<file path="config.mk">
export PLATFORM = sky130hd
export DESIGN_NAME = sdc_cal_ctrl
export DESIGN_NICKNAME = d
export VERILOG_FILES = /design/src/sdc_pkg.sv /design/src/sdc_cal_ctrl.sv /design/src/sdc_divider.sv
export SDC_FILE = /design/constraint.sdc
export NUM_CORES = 1
export LEC_CHECK = 0
export BUFFER_PORTS_ARGS = -buffer_cell sky130_fd_sc_hd__clkbuf_2
export CORE_ASPECT_RATIO = 1.1
export CORE_MARGIN = 5
export CORE_UTILIZATION = 55
export DETAILED_ROUTE_END_ITERATION = 8
export MAX_ROUTING_LAYER = met4
export PLACE_DENSITY = 0.74
export SLEW_MARGIN = 20
export SYNTH_ARGS = -nofsm -noshare
export SYNTH_HDL_FRONTEND = slang
export SYNTH_SLANG_ARGS = --single-unit
</file>
<file path="constraint.sdc">
create_clock -name hclk -period 12.71 [get_ports hclk]
set_input_delay 1.9065 -clock hclk [delete_from_list [all_inputs] [get_ports hclk]]
set_output_delay 1.9065 -clock hclk [all_outputs]
set_load 0.02 [all_outputs]
</file>
<file path="src/sdc_pkg.sv">
// Shared constants, types and state records for the sigma-delta calibration control block.
// Assumes one 250 MHz bus clock and a 4.096 MHz master clock arriving as a pin.
package sdc_pkg;

	// ----------------------------------------------------------------
	// Converter timing
	// ----------------------------------------------------------------
	localparam int MCLK_HZ = 4096000;
	localparam int WORD_HZ = 4000;
	localparam int WORD_DIV = MCLK_HZ / WORD_HZ;
	localparam int FILT_DIV = 409600;
	// A first-order step of 2^-k at the word rate puts the corner near fclk/FILT_DIV.
	localparam int FILT_SHIFT = $clog2((FILT_DIV * 100) / (WORD_DIV * 628));
	localparam int SETTLE_MS = 125;
	localparam int SETTLE_WORDS = (SETTLE_MS * WORD_HZ) / 1000;
	localparam int CAL_MIN_HIGH = 4;
	localparam int READY_GAP = 4;

	// ----------------------------------------------------------------
	// Widths
	// ----------------------------------------------------------------
	localparam int WORD_BITS = 20;
	localparam int WORD_CNT_W = $clog2(WORD_DIV);
	localparam int ACC_W = WORD_CNT_W + 1;
	localparam int FILT_W = 24;
	localparam int FILT_FRAC = FILT_W - ACC_W;
	localparam int UNI_SHIFT = 20;
	localparam int BI_SHIFT = 19;
	localparam int DIV_NW = FILT_W + UNI_SHIFT;
	localparam int DIV_DW = FILT_W;
	localparam int DIV_CNT_W = 6;
	localparam int PHASE_W = 22;
	localparam int SETTLE_W = 9;
	localparam int HI_CNT_W = 3;
	localparam int GAP_W = 3;
	localparam int ADDR_W = 8;

	// ----------------------------------------------------------------
	// Codes and register map
	// ----------------------------------------------------------------
	localparam logic [WORD_BITS-1:0] CODE_ZERO = 20'h00000;
	localparam logic [WORD_BITS-1:0] CODE_FULL = 20'hFFFFF;
	localparam logic [WORD_BITS-1:0] CODE_MID = 20'h80000;
	localparam logic [ADDR_W-1:0] REG_CTRL = 8'h00;
	localparam logic [ADDR_W-1:0] REG_STATUS = 8'h04;
	localparam logic [ADDR_W-1:0] REG_RESULT = 8'h08;
	localparam logic [ADDR_W-1:0] REG_ZERO = 8'h0C;
	localparam logic [ADDR_W-1:0] REG_SLOPE = 8'h10;
	localparam int CTRL_FREEZE_BIT = 0;
	localparam int STAT_READY_N_BIT = 0;
	localparam int STAT_BUSY_BIT = 1;
	localparam int STAT_SETTLING_BIT = 2;
	localparam int STAT_OFFSET_BIT = 3;
	localparam int STAT_TWO_STEP_BIT = 4;
	localparam int STAT_BIPOLAR_BIT = 5;
	localparam logic [2:0] HSIZE_WORD = 3'h2;

	// ----------------------------------------------------------------
	// Types
	// ----------------------------------------------------------------
	typedef enum logic [1:0] {
		ST_CONV = 2'h0,
		ST_ARM = 2'h1,
		ST_CAL_ZERO = 2'h3,
		ST_CAL_FULL = 2'h2
	} sdc_state_t;

	// Encoded as {cal_type_select_1, cal_type_select_2}.
	typedef enum logic [1:0] {
		CAL_SELF = 2'h0,
		CAL_SYS_GAIN = 2'h1,
		CAL_ONE_OFF = 2'h2,
		CAL_SYS_OFF = 2'h3
	} sdc_cal_type_t;

	typedef enum logic [1:0] {
		IN_AIN = 2'h0,
		IN_GND = 2'h1,
		IN_REF = 2'h2
	} sdc_in_sel_t;

	typedef struct packed {
		logic valid;
		logic [WORD_BITS-1:0] word;
	} sdc_result_t;

	typedef struct packed {
		logic busy, done;
		logic [DIV_CNT_W-1:0] cnt;
		logic [DIV_DW:0] rem;
		logic [DIV_DW-1:0] den;
		logic [DIV_NW-1:0] num;
		logic [DIV_NW-1:0] quo;
	} sdc_div_regs_t;

	typedef struct packed {
		logic mclk_s1, mclk_s2, mclk_s3, mod_s1, mod_s2;
		logic cal_s1, cal_s2, cal_s3, sc1_s1, sc1_s2, sc2_s1, sc2_s2, pol_s1, pol_s2, pol_prev;
		sdc_state_t state;
		sdc_cal_type_t cal_type;
		sdc_in_sel_t in_sel;
		logic [HI_CNT_W-1:0] hi_cnt;
		logic [PHASE_W-1:0] phase;
		logic [WORD_CNT_W-1:0] word_cnt;
		logic [ACC_W-1:0] acc;
		logic [FILT_W-1:0] filt, zero, span;
		logic [SETTLE_W-1:0] settle;
		logic [GAP_W-1:0] gap;
		logic ready_n, res_valid, offset_done, two_step_done, freeze, div_start, div_pend, div_neg;
		logic [WORD_BITS-1:0] result, new_word;
		logic aw_valid;
		logic [ADDR_W-1:0] aw_addr;
		logic [31:0] hrdata;
	} sdc_regs_t;

endpackage
</file>
<file path="src/sdc_cal_ctrl.sv">
// Digital control of a continuously converting sigma-delta converter: decimation, calibration, coding.
// Assumes pins arrive asynchronously to hclk and the master clock is far slower than hclk.
`timescale 1ns/10ps

module sdc_cal_ctrl
	import sdc_pkg::*;
#(
	parameter int SELF_CAL_CYC = 3145655,
	parameter int SYS_OFF_CYC = 1052599,
	parameter int SYS_GAIN_CYC = 1068813,
	parameter int ONE_OFF_CYC = 2117389
) (
	// Clock and reset
	input wire logic hclk,
	input wire logic hresetn,
	// AHB-Lite slave
	input wire logic hsel,
	input wire logic [31:0] haddr,
	input wire logic [1:0] htrans,
	input wire logic hwrite,
	input wire logic [2:0] hsize,
	input wire logic [31:0] hwdata,
	input wire logic hready,
	output logic hreadyout,
	output logic hresp,
	output logic [31:0] hrdata,
	// Converter pins
	input wire logic master_clock_in,
	input wire logic mod_bit_in,
	input wire logic cal_strobe_in,
	input wire logic cal_type_select_1,
	input wire logic cal_type_select_2,
	input wire logic polarity_select,
	output logic result_ready_n,
	output sdc_in_sel_t input_select,
	// Serial port side
	output sdc_result_t result_out
);

	sdc_regs_t q, d;
	logic tick, word_end, cal_rise, cal_fall, ahb_take;
	logic [ACC_W-1:0] word_sum;
	logic signed [FILT_W:0] filt_diff, filt_step;
	logic [FILT_W-1:0] mag;
	logic [DIV_NW-1:0] dividend;
	logic div_busy, div_done;
	logic [DIV_NW-1:0] quo;

	// ----------------------------------------------------------------
	// Helpers
	// ----------------------------------------------------------------
	// Turns a quotient into the output code, clamped at both ends.
	function automatic logic [WORD_BITS-1:0] code_of(input logic [DIV_NW-1:0] qv, input logic neg, input logic bip);
		logic big;
		big = qv >= DIV_NW'(CODE_MID);
		if (!bip) begin
			code_of = neg ? CODE_ZERO : ((qv > DIV_NW'(CODE_FULL)) ? CODE_FULL : qv[WORD_BITS-1:0]);
		end else if (neg) begin
			code_of = big ? CODE_ZERO : CODE_MID - qv[WORD_BITS-1:0];
		end else begin
			code_of = big ? CODE_FULL : CODE_MID + qv[WORD_BITS-1:0];
		end
	endfunction

	function automatic logic [31:0] reg_read(input sdc_regs_t r, input logic [ADDR_W-1:0] a);
		reg_read = '0;
		case (a)
			REG_CTRL: reg_read[CTRL_FREEZE_BIT] = r.freeze;
			REG_STATUS: begin
				reg_read[STAT_READY_N_BIT] = r.ready_n;
				reg_read[STAT_BUSY_BIT] = r.state != ST_CONV;
				reg_read[STAT_SETTLING_BIT] = r.settle != '0;
				reg_read[STAT_OFFSET_BIT] = r.offset_done;
				reg_read[STAT_TWO_STEP_BIT] = r.two_step_done;
				reg_read[STAT_BIPOLAR_BIT] = r.pol_s2;
			end
			REG_RESULT: reg_read = 32'(r.result);
			REG_ZERO: reg_read = 32'(r.zero);
			REG_SLOPE: reg_read = 32'(r.span);
			default: reg_read = '0;
		endcase
	endfunction

	// ----------------------------------------------------------------
	// Slope application
	// ----------------------------------------------------------------
	// The sign comes from the same filter value that the divider latches, so magnitude and sign agree.
	assign mag = (q.filt < q.zero) ? q.zero - q.filt : q.filt - q.zero;
	// Dividing by span scaled down by 2^20 or 2^19 is the same as shifting the numerator up.
	assign dividend = q.pol_s2 ? DIV_NW'(mag) << BI_SHIFT : DIV_NW'(mag) << UNI_SHIFT;

	sdc_divider u_div (
		.hclk(hclk),
		.hresetn(hresetn),
		.start(q.div_start),
		.dividend(dividend),
		.divisor(q.span),
		.busy(div_busy),
		.done(div_done),
		.quotient(quo)
	);

	// ----------------------------------------------------------------
	// Next state
	// ----------------------------------------------------------------
	always_comb begin
		d = q;
		d.res_valid = 1'b0;
		d.div_start = 1'b0;
		d.mclk_s1 = master_clock_in;
		d.mclk_s2 = q.mclk_s1;
		d.mclk_s3 = q.mclk_s2;
		d.mod_s1 = mod_bit_in;
		d.mod_s2 = q.mod_s1;
		d.cal_s1 = cal_strobe_in;
		d.cal_s2 = q.cal_s1;
		d.cal_s3 = q.cal_s2;
		d.sc1_s1 = cal_type_select_1;
		d.sc1_s2 = q.sc1_s1;
		d.sc2_s1 = cal_type_select_2;
		d.sc2_s2 = q.sc2_s1;
		d.pol_s1 = polarity_select;
		d.pol_s2 = q.pol_s1;
		d.pol_prev = q.pol_s2;
		tick = q.mclk_s2 && !q.mclk_s3;
		cal_rise = q.cal_s2 && !q.cal_s3;
		cal_fall = !q.cal_s2 && q.cal_s3;
		word_end = tick && (q.word_cnt == WORD_CNT_W'(WORD_DIV - 1));
		ahb_take = hsel && hready && htrans[1];

		// The accumulator runs on every master tick and the filter at every word end, whatever else happens.
		word_sum = q.acc + ACC_W'(q.mod_s2);
		filt_diff = $signed({1'b0, word_sum, {FILT_FRAC{1'b0}}}) - $signed({1'b0, q.filt});
		filt_step = filt_diff >>> FILT_SHIFT;
		if (tick) begin
			d.word_cnt = q.word_cnt + WORD_CNT_W'(1);
			d.acc = word_sum;
			if (word_end) begin
				d.acc = '0;
				// Full modulator density sits above the reference point, leaving overrange room.
				d.filt = FILT_W'($signed({1'b0, q.filt}) + filt_step);
			end
		end

		if (q.cal_s2 && tick && q.hi_cnt != HI_CNT_W'(CAL_MIN_HIGH)) begin
			d.hi_cnt = q.hi_cnt + HI_CNT_W'(1);
		end

		// Reading the result ends its transfer; a step end or a word load in this cycle wins.
		if (ahb_take && !hwrite && haddr[ADDR_W-1:0] == REG_RESULT) begin
			d.ready_n = 1'b1;
		end

		case (q.state)
			ST_ARM: begin
				d.ready_n = 1'b1;
				if (cal_fall) begin
					d.state = ST_CONV;
					if (q.hi_cnt == HI_CNT_W'(CAL_MIN_HIGH)) begin
						case (q.cal_type)
							CAL_SELF: begin
								d.in_sel = IN_GND;
								d.state = ST_CAL_ZERO;
								d.phase = PHASE_W'(SELF_CAL_CYC / 2);
							end
							CAL_SYS_OFF: begin
								d.in_sel = IN_AIN;
								d.state = ST_CAL_ZERO;
								d.phase = PHASE_W'(SYS_OFF_CYC);
							end
							CAL_ONE_OFF: begin
								d.in_sel = IN_AIN;
								d.state = ST_CAL_ZERO;
								d.phase = PHASE_W'(ONE_OFF_CYC / 2);
							end
							CAL_SYS_GAIN: begin
								if (q.offset_done) begin
									d.in_sel = IN_AIN;
									d.state = ST_CAL_FULL;
									d.phase = PHASE_W'(SYS_GAIN_CYC);
								end
							end
							default: d.state = ST_CONV;
						endcase
					end
				end
			end
			ST_CAL_ZERO: begin
				d.ready_n = 1'b1;
				if (tick) begin
					d.phase = q.phase - PHASE_W'(1);
					if (q.phase == PHASE_W'(1)) begin
						d.zero = q.filt;
						if (q.cal_type == CAL_SYS_OFF) begin
							// The span is kept, so a later offset step leaves the gain alone.
							d.offset_done = 1'b1;
							d.result = CODE_ZERO;
							d.ready_n = 1'b0;
							d.res_valid = 1'b1;
							d.settle = SETTLE_W'(SETTLE_WORDS);
							d.state = ST_CONV;
						end else begin
							d.in_sel = IN_REF;
							d.state = ST_CAL_FULL;
							d.phase = (q.cal_type == CAL_SELF) ? PHASE_W'(SELF_CAL_CYC / 2) : PHASE_W'(ONE_OFF_CYC / 2);
						end
					end
				end
			end
			ST_CAL_FULL: begin
				d.ready_n = 1'b1;
				if (tick) begin
					d.phase = q.phase - PHASE_W'(1);
					if (q.phase == PHASE_W'(1)) begin
						d.span = q.filt - q.zero;
						d.in_sel = IN_AIN;
						d.state = ST_CONV;
						if (q.cal_type != CAL_SELF) begin
							d.result = (q.cal_type == CAL_SYS_GAIN) ? CODE_FULL : CODE_ZERO;
							d.two_step_done = q.two_step_done || (q.cal_type == CAL_SYS_GAIN);
							d.ready_n = 1'b0;
							d.res_valid = 1'b1;
							d.settle = SETTLE_W'(SETTLE_WORDS);
						end else begin
							d.settle = '0;
						end
					end
				end
			end
			ST_CONV: begin
				if (q.pol_s2 != q.pol_prev) begin
					d.settle = SETTLE_W'(SETTLE_WORDS);
				end
				if (word_end) begin
					if (q.settle != '0) begin
						d.settle = q.settle - SETTLE_W'(1);
					end else if (!q.freeze && !div_busy && !q.div_pend) begin
						d.div_start = 1'b1;
						d.div_pend = 1'b1;
					end
				end
				if (q.div_start) begin
					d.div_neg = q.filt < q.zero;
				end
				if (div_done && q.div_pend) begin
					d.div_pend = 1'b0;
					d.new_word = code_of(quo, q.div_neg, q.pol_s2);
					d.gap = GAP_W'(READY_GAP);
					d.ready_n = 1'b1;
				end
			end
			default: d.state = ST_CONV;
		endcase

		// AHB-Lite address phase: read data is captured here and stands in the data phase.
		d.aw_valid = ahb_take && hwrite && (hsize == HSIZE_WORD);
		d.aw_addr = haddr[ADDR_W-1:0];
		if (ahb_take && !hwrite) begin
			d.hrdata = reg_read(q, haddr[ADDR_W-1:0]);
		end
		if (q.aw_valid && q.aw_addr == REG_CTRL) begin
			d.freeze = hwdata[CTRL_FREEZE_BIT];
		end

		// Ready stays high for the load gap; the load itself wins over a read in the same cycle.
		if (q.state == ST_CONV && q.gap != '0 && tick) begin
			d.gap = q.gap - GAP_W'(1);
			d.ready_n = 1'b1;
			if (q.gap == GAP_W'(1)) begin
				d.result = q.new_word;
				d.ready_n = 1'b0;
				d.res_valid = 1'b1;
			end
		end

		// A strobe rise resets calibration and latches the type selects.
		if (cal_rise) begin
			d.cal_type = sdc_cal_type_t'({q.sc1_s2, q.sc2_s2});
			d.state = ST_ARM;
			d.hi_cnt = '0;
			d.ready_n = 1'b1;
			d.res_valid = 1'b0;
			d.gap = '0;
			// A division cut short here must not block every later word.
			d.div_pend = 1'b0;
			d.in_sel = IN_AIN;
			d.settle = SETTLE_W'(SETTLE_WORDS);
		end
	end

	always_ff @(posedge hclk or negedge hresetn) begin
		if (!hresetn) begin
			q <= '0;
			q.ready_n <= 1'b1;
			q.settle <= SETTLE_W'(SETTLE_WORDS);
		end else begin
			q <= d;
		end
	end

	// ----------------------------------------------------------------
	// Outputs
	// ----------------------------------------------------------------
	assign hreadyout = 1'b1;
	assign hresp = 1'b0;
	assign hrdata = q.hrdata;
	assign result_ready_n = q.ready_n;
	assign input_select = q.in_sel;
	assign result_out.valid = q.res_valid;
	assign result_out.word = q.result;
endmodule

</file>
<file path="src/sdc_divider.sv">
// Serial restoring divider that applies the stored slope to one measurement.
// Assumes the caller holds start for one cycle and waits for done.
`timescale 1ns/10ps

module sdc_divider
	import sdc_pkg::*;
(
	// Clock and reset
	input wire logic hclk,
	input wire logic hresetn,
	// Request
	input wire logic start,
	input wire logic [DIV_NW-1:0] dividend,
	input wire logic [DIV_DW-1:0] divisor,
	// Answer
	output logic busy,
	output logic done,
	output logic [DIV_NW-1:0] quotient
);

	sdc_div_regs_t q, d;
	logic [DIV_DW:0] r_sh;
	logic fits;

	// ----------------------------------------------------------------
	// One quotient bit per cycle
	// ----------------------------------------------------------------
	always_comb begin
		d = q;
		d.done = 1'b0;
		r_sh = {q.rem[DIV_DW-1:0], q.num[DIV_NW-1]};
		fits = r_sh >= {1'b0, q.den};
		if (start && !q.busy) begin
			d.busy = 1'b1;
			d.cnt = DIV_CNT_W'(DIV_NW);
			d.rem = '0;
			d.den = divisor;
			d.num = dividend;
			d.quo = '0;
		end else if (q.busy) begin
			d.rem = fits ? r_sh - {1'b0, q.den} : r_sh;
			d.quo = {q.quo[DIV_NW-2:0], fits};
			d.num = {q.num[DIV_NW-2:0], 1'b0};
			d.cnt = q.cnt - DIV_CNT_W'(1);
			if (q.cnt == DIV_CNT_W'(1)) begin
				d.busy = 1'b0;
				d.done = 1'b1;
			end
		end
	end

	always_ff @(posedge hclk or negedge hresetn) begin
		if (!hresetn) begin
			q <= '0;
		end else begin
			q <= d;
		end
	end

	assign busy = q.busy;
	assign done = q.done;
	assign quotient = q.quo;
endmodule

</file>
# ---- Word-level counts from Yosys, hierarchy flattened
# Cells that the tools add are included.
dict set report totals {
  reg_bits 384
  inputBits 80
  output_inout_bits 58
  word_cells 250
}
dict set report op_classes {
  n_addsub 14
  n_lt_le_gt_ge 4
  eq_ne 34
  muxes 91
  n_reduce_logical 60
}
# cell n
set ops {}
lappend ops {{two-way mux 20 bit} 15}
lappend ops {{two-way mux 88 bit} 2}
lappend ops {{two-way mux 22 bit} 7}
lappend ops {{two-way mux 9 bit} 10}
lappend ops {{case mux 22 bit (4 select lines)} 1}
lappend ops {{case mux 22 bit (3 select lines)} 1}
lappend ops {{case mux 18 bit (3 select lines)} 1}
lappend ops {{subtractor 24 bit} 2}
lappend ops {{>= comparator 44 x 20 -> 1 bit, second input constant} 1}
lappend ops {{greater-than comparator 44 x 20 -> 1 bit, second input constant} 1}
lappend ops {{two-way mux 2 bit} 22}
lappend ops {{two-way mux 44 bit} 1}
lappend ops {{case mux 20 bit (2 select lines)} 1}
lappend ops {{two-way mux 35 bit} 1}
lappend ops {{two-way mux 33 bit} 1}
lappend ops {{two-way mux 31 bit} 1}
lappend ops {{inequality test 3 bit, second input constant} 10}
lappend ops {{case mux 9 bit (3 select lines)} 1}
lappend ops {{>= comparator 25 x 24 -> 1 bit} 1}
lappend ops {{two-way mux 25 bit} 1}
lappend ops {{subtractor 24 x 24 -> 25 bit} 1}
lappend ops {{subtractor 25 x 24 -> 25 bit} 1}
lappend ops {{adder 24 x 19 -> 24 bit} 1}
lappend ops {{less-than comparator 24 bit} 1}
lappend ops {{54 further kinds} 118}

# ---- Logic depth before layout (Yosys ltp)
# Gate-level depths: netlist of the first run.
dict set report depth {
  word_depth 9
  mapped_depth 22
  depth_no_buf 22
}

# ---- Hierarchy
# Synthesis of the first run repeated with hierarchy kept, for this count alone.
dict set report hier_totals {
  hier_cells 2805
  hier_area_um2 24417.2
}
# mod n_inst cells_each area_per_inst_um2 seq_area_each_um2
set by_module_without_submodules {}
lappend by_module_without_submodules {sdc_cal_ctrl 1 2069 17026.3 5814.3}
lappend by_module_without_submodules {sdc_divider 1 736 7390.8 3603.5}

# ---- Least setup slack after synthesis of the first run
# No wires, ideal clock.
dict set report synth_timing {
  path_type {reg2reg}
  from {register q[154] (netlist bit)}
  to {register q[171] (netlist bit)}
  setup_ns 0.131
  arrival_ns 4.535
  required_time_ns 12.579
  slack_ns 8.044
  stages_incl_launch_ff 19
  path_buffers 0
  synth_period_minus_slack_ns 4.666
  path_cell_list {dfrtp_1 or4_4 nor4_1 nand2_1 nor3_1 nand2_1 xnor2_1 ha_1 o21a_1 o21a_1 o22ai_2 o22ai_1 a221oi_2 o21ai_1 o311a_1 or4_1 a31oi_1 xor2_1 o21ai_1}
}
dict set report synth_between {
  elab_chain_cells 2
}
# item line
set synth_lines {}
lappend synth_lines {{from (decl)} sdc_cal_ctrl.sv:40} ;# sdc_regs_t q, d;
lappend synth_lines {{subtractor 24 x 24 -> 25 bit} sdc_cal_ctrl.sv:133} ;# filt_diff = $signed({1'b0, word_sum, {FILT_FRAC{1'b0}}}) - $signed({1'b0, q.filt});
lappend synth_lines {{adder 24 x 19 -> 24 bit (*)} sdc_cal_ctrl.sv:141} ;# d.filt = FILT_W'($signed({1'b0, q.filt}) + filt_step);
# Every way passes the cells marked *; elsewhere a longest branch is shown, timed or not.
# A chain may end at the register's enable or synchronous reset.

# ---- Final worst setup path of the first run
# Ends and elaborated chain as after synthesis.

==> PnR_summary.wiki, run 1 <==
{| class="wikitable"
! Metric !! Value
|-
| Post-detail-place hpwl || between 30,000 and 40,000 µm
|-
| Die extent in y || around 220 µm
|-
| Total power per unit cell area || around 120 nW/µm²
|-
| Total power || approximately 2.9 mW
|-
| Crit path launch type || flip-flop
|-
| CTS clk-pin slew, worst paths || around 0.060 ns
|-
| I/O pin cnt || around 140
|-
| Slew @ Worst Pin || ~1.1 ns
|-
| Library cell used as clock root buffer || clkbuf_16
|-
| Router iterations before antenna repair || 8
|-
| Req. time, crit path || 13.13 ns
|-
| Total number of nets in the final design || between 2,000 and 3,000
|-
| # setup viols final || 0
|-
| GRT Total Usage || 0.253
|-
| Count of flip-flops with a built-in enable after synthesis || 0
|-
| Max clock buf depth || 3
|-
| Drt first-iter violations || ~1,400
|-
| Synthesized area per cell || 8.83 µm²
|-
| Cell type group with the largest total delay on the critical path || simple AND/OR/NAND/NOR gates
|-
| Number of gates given a new drive strength after cts || 0
|-
| Maximum number of pins on one net before global-route repair || between 150 and 200
|-
| Fin. Hold Viols || 0
|-
| Final Routed Wirelength || about 55,000 µm
|-
| Count of state elements after synthesis || between 300 and 400
|-
| Final worst-path cycle share || 0.421
|-
| Core Region || 39,900 µm²
|-
| Total CTS buffers || 40
|-
| Total number of clock tree sinks || 357
|-
| Starting density of the core || 0.553
|-
| Die ar. || ~44,000 µm²
|-
| Max Clock Freq || roughly 190 MHz
|-
| Fraction of registers with async set or reset after synthesis || 1.00
|-
| Remaining Overflow, GRT || 0
|-
| Worst endpoint data arrival time || between 5 and 6 ns
|-
| Cell type with the largest total area after synthesis || dfrtp_1
|-
| Logic depth of the worst register-to-register path || 18
|-
| Number of violations of the max-capacitance limit || 0
|-
| Wire length of the first global-routing pass || a little over 90,000 µm
|-
| Routed wirelength normalized by instance count || about 18 µm
|-
| Number of distinct standard cells referenced by the synthesized netlist || between 90 and 100
|-
| Vias in the first global route || 17,200
|-
| Initial antenna violation count || 0
|-
| Peak ir drop on the vdd network || 0.0000673 V
|-
| Share of cells above drive strength 1 || 0.0904
|-
| Buffers inserted by post-CTS timing repair || 0
|-
| Maximum fanout encountered on the critical timing path || 6
|-
| Worst-path cell chain || or4_4 -> nor4_1 -> nand2_1 -> nor3_1 -> nand2_1 -> xnor2_1 -> ha_1 -> o21a_1 -> o21a_1 -> o22ai_2 -> o22ai_1 -> a221oi_2 -> o21ai_1 -> o311a_1 -> or4_1 -> a31oi_1 -> xor2_1 -> o21ai_1
|-
| Post-synth top flop || dfrtp_1
|-
| Most used cells in the layout excluding fill and tap cells || dfrtp_1, nand2_1, o21ai_0
|-
| RSZ-0062 raised after global routing || false
|-
| Final period demand of the worst path || 5.35 ns
|-
| Antenna Nets Post-Route || 0
|-
| Run status || finished clean
|-
| Count of port buffers added during placement || 71
|-
| Class of the tightest hold or removal check || reg -> reg
|-
| P&R area growth vs syn || 7.47%
|-
| DR vias || between 15,000 and 20,000
|-
| Final number of max-transition violations || 0
|-
| Total of hold buffers inserted after clock tree synthesis || 0
|-
| Clock tree from TritonCTS || built
|-
| Number of antenna diodes || 0
|-
| Crit path capture type || flip-flop
|-
| Highest cell delay on the worst timing path || roughly 0.6 ns
|-
| Remaining design rule violation count || 0
|-
| Die Width || approximately 200 µm
|-
| Hold Path Stages || 0
|-
| Register-to-Register Setup Slack || approximately 7.4 ns
|-
| Final clock skew || 0.0344 ns
|-
| Most common library cell in the layout ignoring fill and taps || dfrtp_1
|-
| Number of standard-cell rows in the floorplan || 77
|-
| Relative slew margins || 0.286
|-
| Cell type of the slowest stage on the worst timing path || or4_4
|-
| Startpoint-to-endpoint class of the critical path || reg -> reg
|-
| Average via count per standard cell || about 6.0
|-
| Count of buffer and inverter cells on the critical path || 0
|-
| Start point of the worst hold path || d[233]
|-
| Weighted congestion at the end of routability-driven global placement || 0.933
|-
| Static leakage || about 11 nW
|-
| Worst-Skew Late Latency || ~0.57 ns
|-
| Portion of the post-synthesis area used by sequential elements || 0.405
|-
| Count of synthesis-stage warnings from yosys || 0
|-
| Instance count of the mapped netlist || about 2,500
|-
| Setup total negative slack || 0 ns
|-
| Startpoint of the worst register-to-register path || q[154]
|-
| Top-area cell type share of the netlist area || 0.397
|-
| Netlist area before placement || roughly 22,000 µm²
|-
| Worst flop-to-flop path endpoint || q[171]
|-
| Maximum level of the CTS H-tree || 2
|-
| Largest cells by area after synthesis || dfrtp_1, ha_1, o21ai_0
|-
| Utilization after layout || 0.594
|-
| Capture endpoint of the worst hold path || d[232]
|}
[routing by layer]
metal	GRT usage	up-vias	part of all wire
met3	0.0331	109	0.051
li1	-	8727	-
met4	0.102	0	0.044
met1	0.331	8722	0.44
met5	-	-	0
met2	0.403	501	0.47
[cell type report]
class	count	area [µm²]
clock inverters	16	244
fillers	3434	16200
flip-flops and latches	357	8940
well taps	513	642
multi-input cells	1837	11700
inverters	131	492
clock buffers	55	1120
repair buffers	92	536
[per-stage QoR]
stage	instances	instance area, µm²	setup slack, ns	hold slack [ns]
after detailed placement	2930	22300	7.49	0.336
after CTS	3001	23700	7.39	0.350
after floorplan	2507	22100	8.04	0.331
after global routing	3001	23700	6.96	0.362
final	3001	23700	7.36	0.347
after global placement	2930	22300	7.61	0.333
[how the worst max path moves through the flow]
stage / startpoint / to / slack [ns] / cells past startpoint
floorplan: q[154] / q[171] / 8.04 / 18
global placement: q[154] / q[171] / 7.61 / 18
detailed placement: q[154] / q[171] / 7.49 / 18
CTS: q[154] / q[171] / 7.39 / 18
global route: q[154] / q[171] / 6.96 / 18
finish: q[154] / q[171] / 7.36 / 18
[registers in the layout (all words and copies together), names as in the netlist]
name,count
result_out,21
hrdata,24
input_select,2
u_div.busy,1
u_div.quotient,44
d,9
result_ready_n,1
u_div.done,1
q,175
u_div.q,79
[cells in the mapped netlist (12+ instances only)]
library cell / instances
a22o_1: 51
nand2_1: 297
mux2_2: 18
nand3_1: 51
ha_1: 127
a22oi_1: 19
nand4_1: 13
o31ai_1: 15
o21a_1: 25
mux2i_1: 34
nor2b_1: 16
or2_2: 12
o21ai_0: 266
and3_1: 24
buf_4: 60
nor4_1: 25
or3_1: 23
xnor2_1: 63
dfrtp_1: 350
nor3_1: 63
xor2_1: 46
nor2_1: 172
a21oi_1: 164
inv_1: 129
clkbuf_1: 105
nand2b_1: 24
a21o_1: 53
a31oi_1: 36
[logic make-up (layout without fill, tap and decap cells)]
| kind of cell | count (synthesis) | in the layout | synth area share |
|---|---|---|---|
| AOI/OAI and AO/OA | 766 | 766 | 0.220 |
| muxes | 52 | 52 | 0.0246 |
| other | 2 | 10 | 0.000340 |
| DFF | 357 | 357 | 0.405 |
| buffers and inverters | 313 | 294 | 0.0651 |
| xor gates and xnor gates | 109 | 109 | 0.0433 |
| and+or+nand+nor | 769 | 769 | 0.165 |
| adders and majority gates | 131 | 131 | 0.0757 |
[power by group]
part,internal [mW],switching [mW]
Sequential,1.17,0.0317
Clock,0.721,0.476
Combinational,0.227,0.303
Total,2.12,0.810
(Power assumes the default switching activity.)
==> inputs of run 2 (changes only) <==
--- a/config.mk
+++ b/config.mk
@@ -11,7 +11,7 @@
 export CORE_UTILIZATION = 55
 export DETAILED_ROUTE_END_ITERATION = 8
 export MAX_ROUTING_LAYER = met4
-export PLACE_DENSITY = 0.74
+export PLACE_DENSITY = 0.77
 export SLEW_MARGIN = 20
 export SYNTH_ARGS = -nofsm -noshare
 export SYNTH_HDL_FRONTEND = slang
==> constraint.sdc (replaced) <==
create_clock -name hclk -period 4.8 [get_ports hclk]
set_input_delay 0.72 -clock hclk [delete_from_list [all_inputs] [get_ports hclk]]
set_output_delay 0.72 -clock hclk [all_outputs]
set_load 0.02 [all_outputs]
==> run 2 against run 1 <==
  * Critical path depth unchanged
  * Sequential share of layout area down 0.43 points
  * Global-route usage up 0.79 points
  * Core utilization up 0.70 points
  * Wire length up 2.8%
==> PnR_summary.wiki, run 2 (synthesis gave the netlist of run 1 again) <==
{| class="wikitable"
! Metric !! Value
|-
| Count of port buffers added during placement || 71
|-
| Slew @ Worst Pin || 0.971 ns
|-
| Pre-CTS setup slack || 0.00713 ns
|-
| Average via count per standard cell || approximately 6
|-
| Setup total negative slack || 0 ns
|-
| Layout Cells excl Fill || just over 3,000
|-
| Relative slew margins || 0.343
|-
| Number of cells in the design after placement || roughly 3,000
|-
| Worst-path cell chain || or4_4 -> nor4_4 -> a21oi_2 -> a21oi_2 -> a41o_1 -> nor2_2 -> nor2b_1 -> nor2_1 -> xnor2_1 -> ha_1 -> and4_4 -> a221oi_4 -> o21ai_2 -> o311a_1 -> or4_4 -> a31oi_4 -> xor2_1 -> o21ai_1
|-
| Weighted congestion at the end of routability-driven global placement || a little over 0.9
|-
| DR vias || around 18,000
|-
| Router iterations before antenna repair || 6
|-
| Vias in the first global route || 17,700
|-
| Crit path launch type || flip-flop
|-
| Total number of nets in the final design || roughly 2,700
|-
| Fin. Hold Viols || 0
|-
| Cell type group with the largest total delay on the critical path || simple AND/OR/NAND/NOR gates
|-
| Wire length of the first global-routing pass || 92,700 µm
|-
| Total number of clock tree sinks || 357
|-
| Number of violations of the max-capacitance limit || 0
|-
| Total CTS buffers || 39
|-
| Req. time, crit path || 5.23 ns
|-
| Number of antenna diodes || 0
|-
| Drt first-iter violations || around 1,600
|-
| I/O pin cnt || approximately 140
|-
| Crit path capture type || flip-flop
|-
| Final Routed Wirelength || roughly 56,000 µm
|-
| Fin worst setup slack || around 0.20 ns
|-
| Share of cells above drive strength 1 || 0.109
|-
| Worst-Skew Late Latency || 0.59 ns
|-
| Remaining design rule violation count || 0
|-
| Maximum level of the CTS H-tree || 2
|-
| Maximum fanout encountered on the critical timing path || 3
|-
| Total power || 7.69 mW
|-
| Total power per unit cell area || between 300 and 400 nW/µm²
|-
| Maximum number of pins on one net before global-route repair || ~110
|-
| Worst endpoint data arrival time || between 5 and 6 ns
|-
| Highest cell delay on the worst timing path || between 0.5 and 0.6 ns
|-
| # setup viols final || 0
|-
| Cell type of the slowest stage on the worst timing path || or4_4
|-
| CTS clk-pin slew, worst paths || 0.05 ns
|-
| Register with the highest flop count || q
|-
| P&R area growth vs syn || 8.73%
|-
| Number of standard-cell rows in the floorplan || 77
|-
| Count of buffer and inverter cells on the critical path || 0
|-
| Max Clock Freq || roughly 220 MHz
|-
| Startpoint-to-endpoint class of the critical path || reg -> reg
|-
| Die extent in y || about 220 µm
|-
| Peak ir drop on the vdd network || roughly 0.00024 V
|-
| Number of flip-flops under the largest register name || between 150 and 200
|-
| Most common library cell in the layout ignoring fill and taps || dfrtp_1
|-
| Final period demand of the worst path || around 4.6 ns
|-
| Post-detail-place hpwl || 41,000 µm
|-
| Final clock skew || between 0.02 and 0.025 ns
|-
| RSZ-0062 raised after global routing || true
|-
| Clock tree from TritonCTS || built
|-
| Final number of max-transition violations || 0
|-
| Die Width || between 200 and 250 µm
|-
| Max clock buf depth || 3
|-
| Die ar. || 44,200 µm²
|-
| Routed wirelength normalized by instance count || around 19 µm
|-
| Antenna Nets Post-Route || 0
|-
| GRT Total Usage || 0.261
|-
| Remaining Overflow, GRT || 0
|-
| Initial antenna violation count || 0
|-
| Class of the tightest hold or removal check || in -> async
|-
| Starting density of the core || 0.553
|-
| Most used cells in the layout excluding fill and tap cells || dfrtp_1, nand2_1, o21ai_0
|-
| Run status || finished clean
|-
| Core Region || between 30,000 and 40,000 µm²
|-
| Static leakage || around 11 nW
|-
| Final worst-path cycle share || 0.958
|-
| Library cell used as clock root buffer || clkbuf_16
|}
==> run 2: worst paths after layout <==
check                           startpoint            endpoint  slack, ns  depth (start not counted)
min                                hresetn              q[197]       0.16                          1
min in group hclk          polarity_select              d[226]       0.25                          1
max in group asynchronous          hresetn  u_div.quotient[41]       3.35                          2
max reg2reg                         q[159]              q[171]       0.20                         18
max                                 q[159]              q[171]       0.20                         18
min reg2reg                         d[228]              q[228]       0.34                          0
==> run 2: what timing repair did <==
action,4_1_cts,5_1_grt
setup endpoints to repair,1,2
gates resized for setup,1,23
hold buffers,0,0
setup buffers,0,4
pin swaps,0,12
==> run 2: power breakdown <==
| part | total [mW] | internal [mW] | switching (mW) |
|---|---|---|---|
| logic | 1.46 | 0.641 | 0.824 |
| registers | 3.19 | 3.10 | 0.0918 |
| clock network | 3.03 | 1.76 | 1.28 |
==> run 2: final cells by class <==
type	count	area [µm²]
clock inverter	16	176
sequential	357	8950
clock buffer	54	1120
timing repair buffer	121	766
inverter	131	492
multi-input combinational	1837	11800
fill	3455	15900
tap	513	642
==> run 2: layer usage <==
| metal | up-vias | GRT usage | part of all wire |
|---|---|---|---|
| met5 | - | - | 0 |
| li1 | 8806 | - | - |
| met2 | 519 | 0.422 | 0.47 |
| met3 | 119 | 0.0364 | 0.049 |
| met1 | 8811 | 0.338 | 0.44 |
| met4 | 0 | 0.0966 | 0.040 |
==> run 2: stage by stage <==
| step | hold WS, ns | cell area, µm² | util |
|---|---|---|---|
| finish | 0.158 | 24000 | 0.601 |
| global route | 0.224 | 24000 | 0.601 |
| CTS | 0.222 | 23900 | 0.598 |
| detailed placement | 0.338 | 22600 | 0.566 |
| global placement | 0.333 | 22600 | 0.566 |
| floorplan | 0.331 | 22100 | - |
